### src/hw/ffs_defines.vh
// Constants for the flux formation and stop select block
`ifndef FFS_DEFINES_VH
`define FFS_DEFINES_VH
`define FFS_CLK_HZ 200000000
`define FFS_MS_CYC (`FFS_CLK_HZ / 1000)
`define FFS_MS_CYC_W 18
`define FFS_MS_LAST 18'h3_0D3F
`define FFS_MS_W 14
`define FFS_TIME_MAX 14'h2710
`define FFS_REG_CTRL 4'h0
`define FFS_REG_TMAX 4'h4
`define FFS_REG_TMIN 4'h8
`define FFS_REG_STAT 4'hC
`define FFS_CTRL_CODE_LO 0
`define FFS_CTRL_CODE_HI 5
`define FFS_CTRL_FAM_LO 8
`define FFS_CTRL_FAM_HI 9
`define FFS_CTRL_LOAD 16
`define FFS_CTRL_RST 32'h0000_0012
`define FFS_FAM_VF 2'h0
`define FFS_FAM_FOA 2'h1
`define FFS_FAM_SYN 2'h2
`define FFS_TMAX_VF 14'h012C
`define FFS_TMAX_FOA 14'h03E8
`define FFS_TMAX_SYN 14'h0032
`define FFS_TMIN_VF 14'h000A
`define FFS_TMIN_FOA 14'h000A
`define FFS_TMIN_SYN 14'h0032
`define FFS_BEH_COAST 3'h0
`define FFS_BEH_RAMP_OFF 3'h1
`define FFS_HOLD_MS 14'h0001
`endif

### src/hw/ffs_ms_tick.v
// Millisecond enable divider
`include "ffs_defines.vh"
module ffs_ms_tick (
   input wire clk_sys,
   input wire nrst,
   input wire clr,
   output reg tick
);
reg [`FFS_MS_CYC_W-1:0] cnt_reg;
always @(posedge clk_sys) begin
   if (!nrst || clr) begin
      cnt_reg <= {`FFS_MS_CYC_W{1'b0}};
      tick <= 1'b0;
   end else if (cnt_reg == `FFS_MS_LAST) begin
      cnt_reg <= {`FFS_MS_CYC_W{1'b0}};
      tick <= 1'b1;
   end else begin
      cnt_reg <= cnt_reg + 1'b1;
      tick <= 1'b0;
   end
end
endmodule // ffs_ms_tick

### src/hw/ffs_top.v
// Flux formation timing and stop behaviour select with Avalon-MM registers
// How it works
// - Field-oriented start runs magnetization before any acceleration
// - Magnetization ends on reference flux or maximum time, whichever first
// - Maximum time settable 1 to 10000 ms in ms steps
// - Maximum default 300 ms V/f, 1000 ms field-oriented, 50 ms synchronous
// - Minimum time 0 to 10000 ms sets start-to-acceleration delay
// - Minimum default 10 ms field-oriented, 50 ms synchronous
// - Minimum zero: end on flux or maximum time
// - Nonzero minimum: keep magnetizing at least that long
// - Equal minimum and maximum: exactly that duration
// - Minimum above maximum: end at maximum time
// - Stop procedure chosen from clockwise and anticlockwise start signals
// - Units digit of code 0..77 applies when both starts low
// - Tens digit applies when both starts high
// - Each digit picks one of eight stop behaviours 0 to 7
// - Ramp then off: after standstill, disable output after holding time
`include "ffs_defines.vh"
module ffs_top (
   input wire clk_sys,
   input wire nrst,
   input wire [3:0] avs_address,
   input wire avs_read,
   input wire avs_write,
   input wire [31:0] avs_writedata,
   input wire [3:0] avs_byteenable,
   output reg [31:0] avs_readdata,
   output reg avs_waitrequest,
   input wire start_cw,
   input wire start_ccw,
   input wire flux_ok,
   input wire standstill,
   output reg magnetize,
   output reg accel_en,
   output reg run_cw,
   output reg run_ccw,
   output reg stop_active,
   output reg [2:0] stop_beh,
   output reg out_enable
);
////////////////////////////////////////////////////////////////////////////////
localparam ST_IDLE = 3'h0;
localparam ST_MAG = 3'h1;
localparam ST_RUN = 3'h2;
localparam ST_STOP = 3'h3;
localparam ST_HOLD = 3'h4;
function [13:0] clamp_ms;
   input [31:0] v;
   begin
      if (v[31:14] != 18'h0_0000 || v[13:0] > `FFS_TIME_MAX)
         clamp_ms = `FFS_TIME_MAX;
      else if (v[13:0] == 14'h0000)
         clamp_ms = 14'h0001;
      else
         clamp_ms = v[13:0];
   end
endfunction
function [31:0] merge_be;
   input [31:0] old;
   input [31:0] wd;
   input [3:0] be;
   integer i;
   begin
      merge_be = old;
      for (i = 0; i < 4; i = i + 1)
         if (be[i])
            merge_be[i*8 +: 8] = wd[i*8 +: 8];
   end
endfunction
function [2:0] digit_of;
   input [5:0] code;
   input tens;
   begin
      digit_of = tens ? code[5:3] : code[2:0];
   end
endfunction
////////////////////////////////////////////////////////////////////////////////
reg [31:0] ctrl_reg;
reg [13:0] tmax_reg;
reg [13:0] tmin_reg;
reg tmin_zero_reg;
reg [2:0] state_reg;
reg [13:0] ms_reg;
reg flux_seen_reg;
reg [1:0] pair_reg;
wire ms_tick;
wire [31:0] ctrl_w;
wire [31:0] tmax_w;
wire [31:0] tmin_w;
wire [1:0] fam;
wire field_oriented;
wire wr_hit;
wire [13:0] ms_inc;
wire min_done;
wire max_done;
wire mag_end;
assign fam = ctrl_reg[`FFS_CTRL_FAM_HI:`FFS_CTRL_FAM_LO];
assign field_oriented = (fam == `FFS_FAM_FOA) || (fam == `FFS_FAM_SYN);
assign wr_hit = avs_write && avs_waitrequest;
assign ctrl_w = merge_be(ctrl_reg, avs_writedata, avs_byteenable);
assign tmax_w = merge_be({18'h0_0000, tmax_reg}, avs_writedata, avs_byteenable);
assign tmin_w = merge_be({18'h0_0000, tmin_reg}, avs_writedata, avs_byteenable);
assign ms_inc = ms_reg + 14'h0001;
assign max_done = (ms_reg >= tmax_reg);
assign min_done = tmin_zero_reg || (ms_reg >= tmin_reg);
assign mag_end = max_done || (min_done && (flux_seen_reg || flux_ok));
ffs_ms_tick u_tick (
   .clk_sys(clk_sys),
   .nrst(nrst),
   .clr(state_reg != ST_MAG && state_reg != ST_HOLD),
   .tick(ms_tick)
);
////////////////////////////////////////////////////////////////////////////////
// Avalon slave: one wait cycle, then answer
always @(posedge clk_sys) begin
   if (!nrst) begin
      avs_waitrequest <= 1'b1;
      avs_readdata <= 32'h0000_0000;
      ctrl_reg <= `FFS_CTRL_RST;
      tmax_reg <= `FFS_TMAX_VF;
      tmin_reg <= `FFS_TMIN_VF;
      tmin_zero_reg <= 1'b0;
   end else begin
      avs_waitrequest <= !((avs_read || avs_write) && avs_waitrequest);
      if (avs_read && avs_waitrequest) begin
         case (avs_address)
            `FFS_REG_CTRL: avs_readdata <= {15'h0000, 1'b0, ctrl_reg[15:0]};
            `FFS_REG_TMAX: avs_readdata <= {18'h0_0000, tmax_reg};
            `FFS_REG_TMIN: avs_readdata <= {17'h0_0000, tmin_zero_reg, tmin_reg};
            `FFS_REG_STAT: avs_readdata <= {16'h0000, 1'b0, stop_beh, 1'b0, state_reg, 2'h0, pair_reg,
                                           out_enable, stop_active, accel_en, magnetize};
            default: avs_readdata <= 32'h0000_0000;
         endcase
      end
      if (wr_hit) begin
         case (avs_address)
            `FFS_REG_CTRL: begin
               ctrl_reg <= {16'h0000, ctrl_w[15:10], ctrl_w[9:8], 2'h0, ctrl_w[5:3], ctrl_w[2:0]};
               if (ctrl_w[`FFS_CTRL_LOAD]) begin
                  case (ctrl_w[`FFS_CTRL_FAM_HI:`FFS_CTRL_FAM_LO])
                     `FFS_FAM_FOA: begin
                        tmax_reg <= `FFS_TMAX_FOA;
                        tmin_reg <= `FFS_TMIN_FOA;
                     end
                     `FFS_FAM_SYN: begin
                        tmax_reg <= `FFS_TMAX_SYN;
                        tmin_reg <= `FFS_TMIN_SYN;
                     end
                     default: begin
                        tmax_reg <= `FFS_TMAX_VF;
                        tmin_reg <= `FFS_TMIN_VF;
                     end
                  endcase
                  tmin_zero_reg <= 1'b0;
               end
            end
            `FFS_REG_TMAX: tmax_reg <= clamp_ms(tmax_w);
            `FFS_REG_TMIN: begin
               tmin_reg <= clamp_ms(tmin_w);
               tmin_zero_reg <= (tmin_w == 32'h0000_0000);
            end
            default: ;
         endcase
      end
   end
end
////////////////////////////////////////////////////////////////////////////////
// Start and stop sequencing
always @(posedge clk_sys) begin
   if (!nrst) begin
      state_reg <= ST_IDLE;
      ms_reg <= 14'h0000;
      flux_seen_reg <= 1'b0;
      pair_reg <= 2'h0;
      magnetize <= 1'b0;
      accel_en <= 1'b0;
      run_cw <= 1'b0;
      run_ccw <= 1'b0;
      stop_active <= 1'b0;
      stop_beh <= 3'h0;
      out_enable <= 1'b0;
   end else begin
      pair_reg <= {start_cw, start_ccw};
      case (state_reg)
         ST_IDLE: begin
            out_enable <= 1'b0;
            if (pair_reg == 2'b10 || pair_reg == 2'b01) begin
               run_cw <= pair_reg[1];
               run_ccw <= pair_reg[0];
               stop_active <= 1'b0;
               out_enable <= 1'b1;
               ms_reg <= 14'h0000;
               flux_seen_reg <= 1'b0;
               if (field_oriented) begin
                  magnetize <= 1'b1;
                  state_reg <= ST_MAG;
               end else begin
                  accel_en <= 1'b1;
                  state_reg <= ST_RUN;
               end
            end
         end
         ST_MAG: begin
            if (flux_ok)
               flux_seen_reg <= 1'b1;
            if (pair_reg == 2'b00 || pair_reg == 2'b11) begin
               magnetize <= 1'b0;
               state_reg <= ST_RUN;
            end else if (mag_end) begin
               magnetize <= 1'b0;
               accel_en <= 1'b1;
               state_reg <= ST_RUN;
            end else if (ms_tick) begin
               ms_reg <= ms_inc;
            end
         end
         ST_RUN: begin
            if (pair_reg == 2'b00 || pair_reg == 2'b11) begin
               stop_beh <= digit_of(ctrl_reg[5:0], pair_reg[1]);
               stop_active <= 1'b1;
               accel_en <= 1'b0;
               run_cw <= 1'b0;
               run_ccw <= 1'b0;
               if (digit_of(ctrl_reg[5:0], pair_reg[1]) == `FFS_BEH_COAST) begin
                  out_enable <= 1'b0;
                  state_reg <= ST_IDLE;
               end else begin
                  state_reg <= ST_STOP;
               end
            end else begin
               run_cw <= pair_reg[1];
               run_ccw <= pair_reg[0];
            end
         end
         ST_STOP: begin
            if (pair_reg == 2'b10 || pair_reg == 2'b01) begin
               state_reg <= ST_IDLE;
            end else if (standstill && stop_beh == `FFS_BEH_RAMP_OFF) begin
               ms_reg <= 14'h0000;
               state_reg <= ST_HOLD;
            end
         end
         ST_HOLD: begin
            if (pair_reg == 2'b10 || pair_reg == 2'b01) begin
               state_reg <= ST_IDLE;
            end else if (ms_reg >= `FFS_HOLD_MS) begin
               out_enable <= 1'b0;
               state_reg <= ST_IDLE;
            end else if (ms_tick) begin
               ms_reg <= ms_inc;
            end
         end
         default: state_reg <= ST_IDLE;
      endcase
   end
end
endmodule // ffs_top

### config.mk
export PLATFORM = sky130hd
export DESIGN_NAME = ffs_top
export DESIGN_NICKNAME = d
export VERILOG_FILES = /design/src/hw/ffs_ms_tick.v /design/src/hw/ffs_top.v
export VERILOG_INCLUDE_DIRS = /design/src /design/src/hw
export SDC_FILE = /design/constraint.sdc
export NUM_CORES = 1
export LEC_CHECK = 0
export BUFFER_PORTS_ARGS = -buffer_cell sky130_fd_sc_hd__buf_2
export CORE_MARGIN = 3
export CORE_UTILIZATION = 25
export DETAILED_ROUTE_END_ITERATION = 8
export GPL_TIMING_DRIVEN = 0
export PLACE_DENSITY_LB_ADDON = 0.08
export SETUP_SLACK_MARGIN = 0.3
export SLEW_MARGIN = 10
export SYNTH_ARGS = -nofsm -noshare
export SYNTH_HDL_FRONTEND = slang
export SYNTH_SLANG_ARGS = --single-unit
### constraint.sdc
create_clock -name clk_sys -period 2.6 [get_ports clk_sys]
set_clock_uncertainty 0.15 [all_clocks]
set_input_delay 0.39 -clock clk_sys [delete_from_list [all_inputs] [get_ports clk_sys]]
set_output_delay 0.39 -clock clk_sys [all_outputs]
set_load 0.02 [all_outputs]
; After elaboration in Yosys (flattened, before gate mapping)
; Cells that the tools add are included.
[classes]
add_sub_neg = 2
n_lt_le_gt_ge = 5
eq_ne = 36
mux = 70
n_reduce_logical = 49
[ops]
columns = cell, n
row1 = two-way mux 14 bit, 14
row2 = one-hot mux 16 bit (4 select lines), 1
row3 = one-hot mux 14 bit (2 select lines), 2
row4 = one-hot mux 14 bit (4 select lines), 1
row5 = two-way mux 8 bit, 6
row6 = nonzero test 18 bit, 2
row7 = logical NOT 32 bit, 1
row8 = "inequality test 2 bit, second input constant", 15
row9 = >= comparator 14 bit, 2
row10 = "> comparator 14 bit, second input constant", 2
row11 = logical NOT 14 bit, 2
row12 = two-way mux 3 bit, 9
row13 = two-way mux 1 bit, 23
row14 = one-hot mux 10 bit (2 select lines), 1
row15 = "adder 18 x 1 -> 18 bit, second input constant", 1
row16 = "== test 18 bit, second input constant", 1
row17 = AND reduction 3 bit, 6
row18 = one-hot mux 3 bit (5 select lines), 1
row19 = "adder 14 x 1 -> 14 bit, second input constant", 1
row20 = ">= comparator 14 x 1 -> 1 bit, second input constant", 1
row21 = "inequality test 3 bit, second input constant", 4
row22 = one-hot mux 1 bit (2 select lines), 6
row23 = logical OR 1 bit, 10
row24 = AND reduction 5 bit, 2
row25 = other kinds (24), 48
[word_totals]
regBits = 124
input_bits = 48

; Logic depth before layout (Yosys ltp)
[depth]
ltp_word = 7
depth_mapped = 10
mapped_depth_nobuf = 9

; Hierarchy
; Synthesis repeated with hierarchy kept, for this count alone.
[hier_totals]
hier_cells = 819
hier_area_um2 = 6526.3
[modules_own_cells]
columns = mod, instances, cells_per_inst, area_each_um2, seq_area_each_um2
row1 = ffs_top, 1, 720, 5624.1, 1781.7
row2 = ffs_ms_tick, 1, 99, 902.1, 380.4

; Worst setup path before layout
; No wires, ideal clock.
[synth_timing]
kind = flip-flop to flip-flop
from = register tmax_reg[3]
to = register state_reg[0]
setup_time_ns = 0.081
arrival_time_ns = 2.363
setup_slack_ns = 0.006
path_stages_with_launch = 10
path_buffers = 0
period_less_slack_ns = 2.594
path_cell_list = dfxtp_1 -> inv_1 -> ha_1 -> a211o_1 -> a21oi_1 -> o21ai_0 -> a2111o_1 -> a21o_1 -> or4_1 -> a41oi_1
[synth_between]
elab_chain_cells = 4
[synth_lines]
columns = item, line_no
row1 = "start, declared", ffs_top.v:79  ; reg [13:0] tmax_reg;
row2 = "start signal, assigned", ffs_top.v:120  ; tmax_reg <= `FFS_TMAX_VF;
row3 = "start signal, assigned", ffs_top.v:142  ; tmax_reg <= `FFS_TMAX_FOA;
row4 = "start signal, assigned", ffs_top.v:146  ; tmax_reg <= `FFS_TMAX_SYN;
row5 = >= comparator 14 bit, ffs_top.v:104  ; assign max_done = (ms_reg >= tmax_reg);
row6 = logical OR 1 bit, ffs_top.v:106  ; assign mag_end = max_done || (min_done && (flux_seen_reg || flux_ok));
row7 = inequality test 3 bit (no line), -
row8 = AND reduction 5 bit (no line), -
row9 = "end signal, assigned", ffs_top.v:171  ; state_reg <= ST_IDLE;
row10 = "end signal, assigned", ffs_top.v:196  ; state_reg <= ST_MAG;
row11 = "end signal, assigned", ffs_top.v:199  ; state_reg <= ST_RUN;
row12 = "end, declared", ffs_top.v:82  ; reg [2:0] state_reg;
; No other way between the ends.
; A chain may end at the register's enable or synchronous reset.

; Worst setup path after layout
[layout_timing]
from = register tmax_reg[2]
to = register state_reg[1]
; The elaborated chain is that of the path after synthesis.

==> results.yml <==
clock_tree:
  cts_buffer_depth: 2
  clk_latency_ns: 0.36
  holdBufCountCts: 0
  cts_tree: "done"
  cts_num_sinks: 108
  cts_buffers: 9
  h-tree-depth: 3
  clk_pin_slew_ns: 0.08
  root_buffer: "clkbuf_16"
worst_setup_path:
  crit_buf_inv: 1
  crit_arrival_ns: 2.75
  end_kind: "flop"
  worstSetupPathType: "reg -> reg"
  cp-start-kind: "flop"
  cp_max_fo: 4
  cp_slowest_cell: "a2111o_1"
  path_cells: "inv_1 > ha_1 > a211o_1 > a21oi_2 > o21ai_2 > a2111o_1 > a21o_1 > or4_4 > o2111a_1"
  crit_required_ns: 2.70
  crit_family: "compound AO/OA/AOI/OAI gates"
  slowest_delay_ns: 0.45
timing:
  tns_ns: -0.123
  period_share: 1.02
  min_period_ns: 2.65
  grt_setup_unrepaired: "yes"
  tightest_slew_ns: 0.893
  final_max_slew_viol_count: 0
  fin_ws_ns: -0.0529
  setup_viol: 7
  hold_violations: 0
  maxSlewHeadroom: 0.405
  holdWs_ns: 0.0892
  fmax_mhz: 377
floorplan:
  ioPinCount: 90
  die_x_um: 167
  initial_utilization: 0.255
  fp-row-count: 58
  core_um2: 25300
  die_area_um2: 27700
  die_h_um: 167
global_routing:
  grtUsageMet2: 0.293
  grt_remaining_overflow: 0
  grt_max_degree: 20
  busiest_layer: "met2"
  grtUsageMet1: 0.226
  grt_pass1_vias: 6208
  grt_pass1_wl_mm: 37.5
  use_met3: 0.0304
  grt_usage: 0.174
  antenna_found_initial: 0
place:
  dp.cells: 1200
  gp_congestion: 0.858
  port-buffer-count: 72
  dpl.hpwl_mm: 18.7
  place_area_um2: 7300
run_status:
  violations: "setup timing"
  status: "complete, but fails checks"
synthesis:
  syn_area_per_cell_um2: 8.23
  synth-seq-cells: 108
  yosys_warnings: 0
  synth-seq-area-share: 0.335
  ys_types: 74
  synth_top_area_frac: 0.335
  synth_area_um2: 6450
  synth_area_leaders: "dfxtp_1, ha_1, nor2_1"
  async_flop_share: 0
  synth_ff_type: "dfxtp_1"
  synth_largest_area_cell: "dfxtp_1"
  synth_edf_count: 0
  syn_inst: 783
finish:
  num-fill-cells: 2709
  design_area_um2: 8170
  largest_register_ffs: 18
  syn_to_final_growth_pct: 26.8
  final_common_cell: "dfxtp_1"
  layout_common_cells: "dfxtp_1, buf_2, nor2_1, nand2_1, a21oi_1"
  drive_gt1_frac: 0.259
  nNetsFinal: 992
  insertedDiodeCount: 0
  finalNonFillerCells: 1242
min_path:
  hold_path_class: "in -> reg"
route:
  firstDrtPassIters: 5
  vias: 6259
  drt_iter0_drc: 343
  drc: 0
  ant_nets: 0
  detail_route.wl_per_cell_um: 19.8
  drt-vias-per-instance: 5.04
  wl_mm: 24.5
power:
  leakage_nw: 3.22
  power_density_nw_per_um2: 533
  ir_drop_mv: 0.290
  power_mw: 4.35
run:
  drv_cap: 0
==> report_power, final <==
group	total [mW]	switching, mW	internal (mW)
clock network	1.50	0.725	0.771
logic	1.04	0.667	0.378
registers	1.81	0.0954	1.72
==> routing by layer <==
| layer | up-vias | part of all wire |
|---|---|---|
| li1 | 3100 | - |
| met1 | 2948 | 0.45 |
| met2 | 175 | 0.47 |
| met3 | 36 | 0.046 |
| met4 | 0 | 0.027 |
| met5 | - | 0 |
==> metrics by stage <==
step           utilization  setup slack (ns)
2_1_floorplan            -            0.0907
3_3_place_gp         0.289            -0.914
3_5_place_dp         0.289            -0.840
4_1_cts              0.314            -0.118
5_1_grt              0.324            -0.125
6_report             0.324           -0.0529
==> cell families (layout without fill, tap and decap cells) <==
family | count (synthesis) | after routing | synth area share
AND/OR/NAND/NOR | 279 | 279 | 0.221
AO/OA/AOI/OAI | 216 | 216 | 0.221
flip-flops | 108 | 108 | 0.335
buffers and inverters | 100 | 214 | 0.0681
adder cells (fa/ha/maj) | 37 | 37 | 0.0718
multiplexers | 27 | 27 | 0.0617
XOR/XNOR | 15 | 15 | 0.0204
other | 1 | 16 | 0.000582
==> repair_timing <==
action / CTS / global route
gates cloned: 2 / 0
gates resized for setup: 65 / 46
pin swaps: 20 / 13
setup buffers: 13 / 11
endpoints found under the setup margin: 78 / 71
==> cell type report <==
cell class / count / area [um2] / share of cell area
inverter: 43 / 164 / 0.0201
clock inverter: 6 / 82.6 / 0.0101
clock buffer: 10 / 229 / 0.0280
sequential: 108 / 2210 / 0.270
tap: 330 / 413 / 0.0505
buffer: 57 / 327 / 0.0400
timing repair buffer: 98 / 559 / 0.0684
multi-input combinational: 590 / 4190 / 0.513
==> synthesized netlist by cell type (10+ instances only) <==
| master | number |
|---|---|
| nand3_1 | 30 |
| mux4_2 | 10 |
| a22oi_1 | 20 |
| buf_4 | 16 |
| dfxtp_1 | 108 |
| clkbuf_1 | 33 |
| nand2_1 | 56 |
| ha_1 | 37 |
| nor2_1 | 75 |
| inv_1 | 43 |
| nor4_1 | 10 |
| nand4_1 | 13 |
| a21oi_1 | 49 |
| nand3b_1 | 12 |
| o211ai_1 | 17 |
| o21ai_0 | 54 |
| nor3_1 | 21 |
| and3_1 | 12 |
| mux2i_1 | 15 |
==> worst paths after layout <==
path	from	to	slack, ns	cells after the start
hold / removal	start_ccw	pair_reg[0]	0.09	2
setup reg to reg	tmax_reg[2]	state_reg[1]	-0.05	9
setup / recovery	tmax_reg[2]	state_reg[1]	-0.05	9
hold reg to reg	ctrl_reg[11]	ctrl_reg[11]	0.32	2
(Power assumes the default switching activity.)
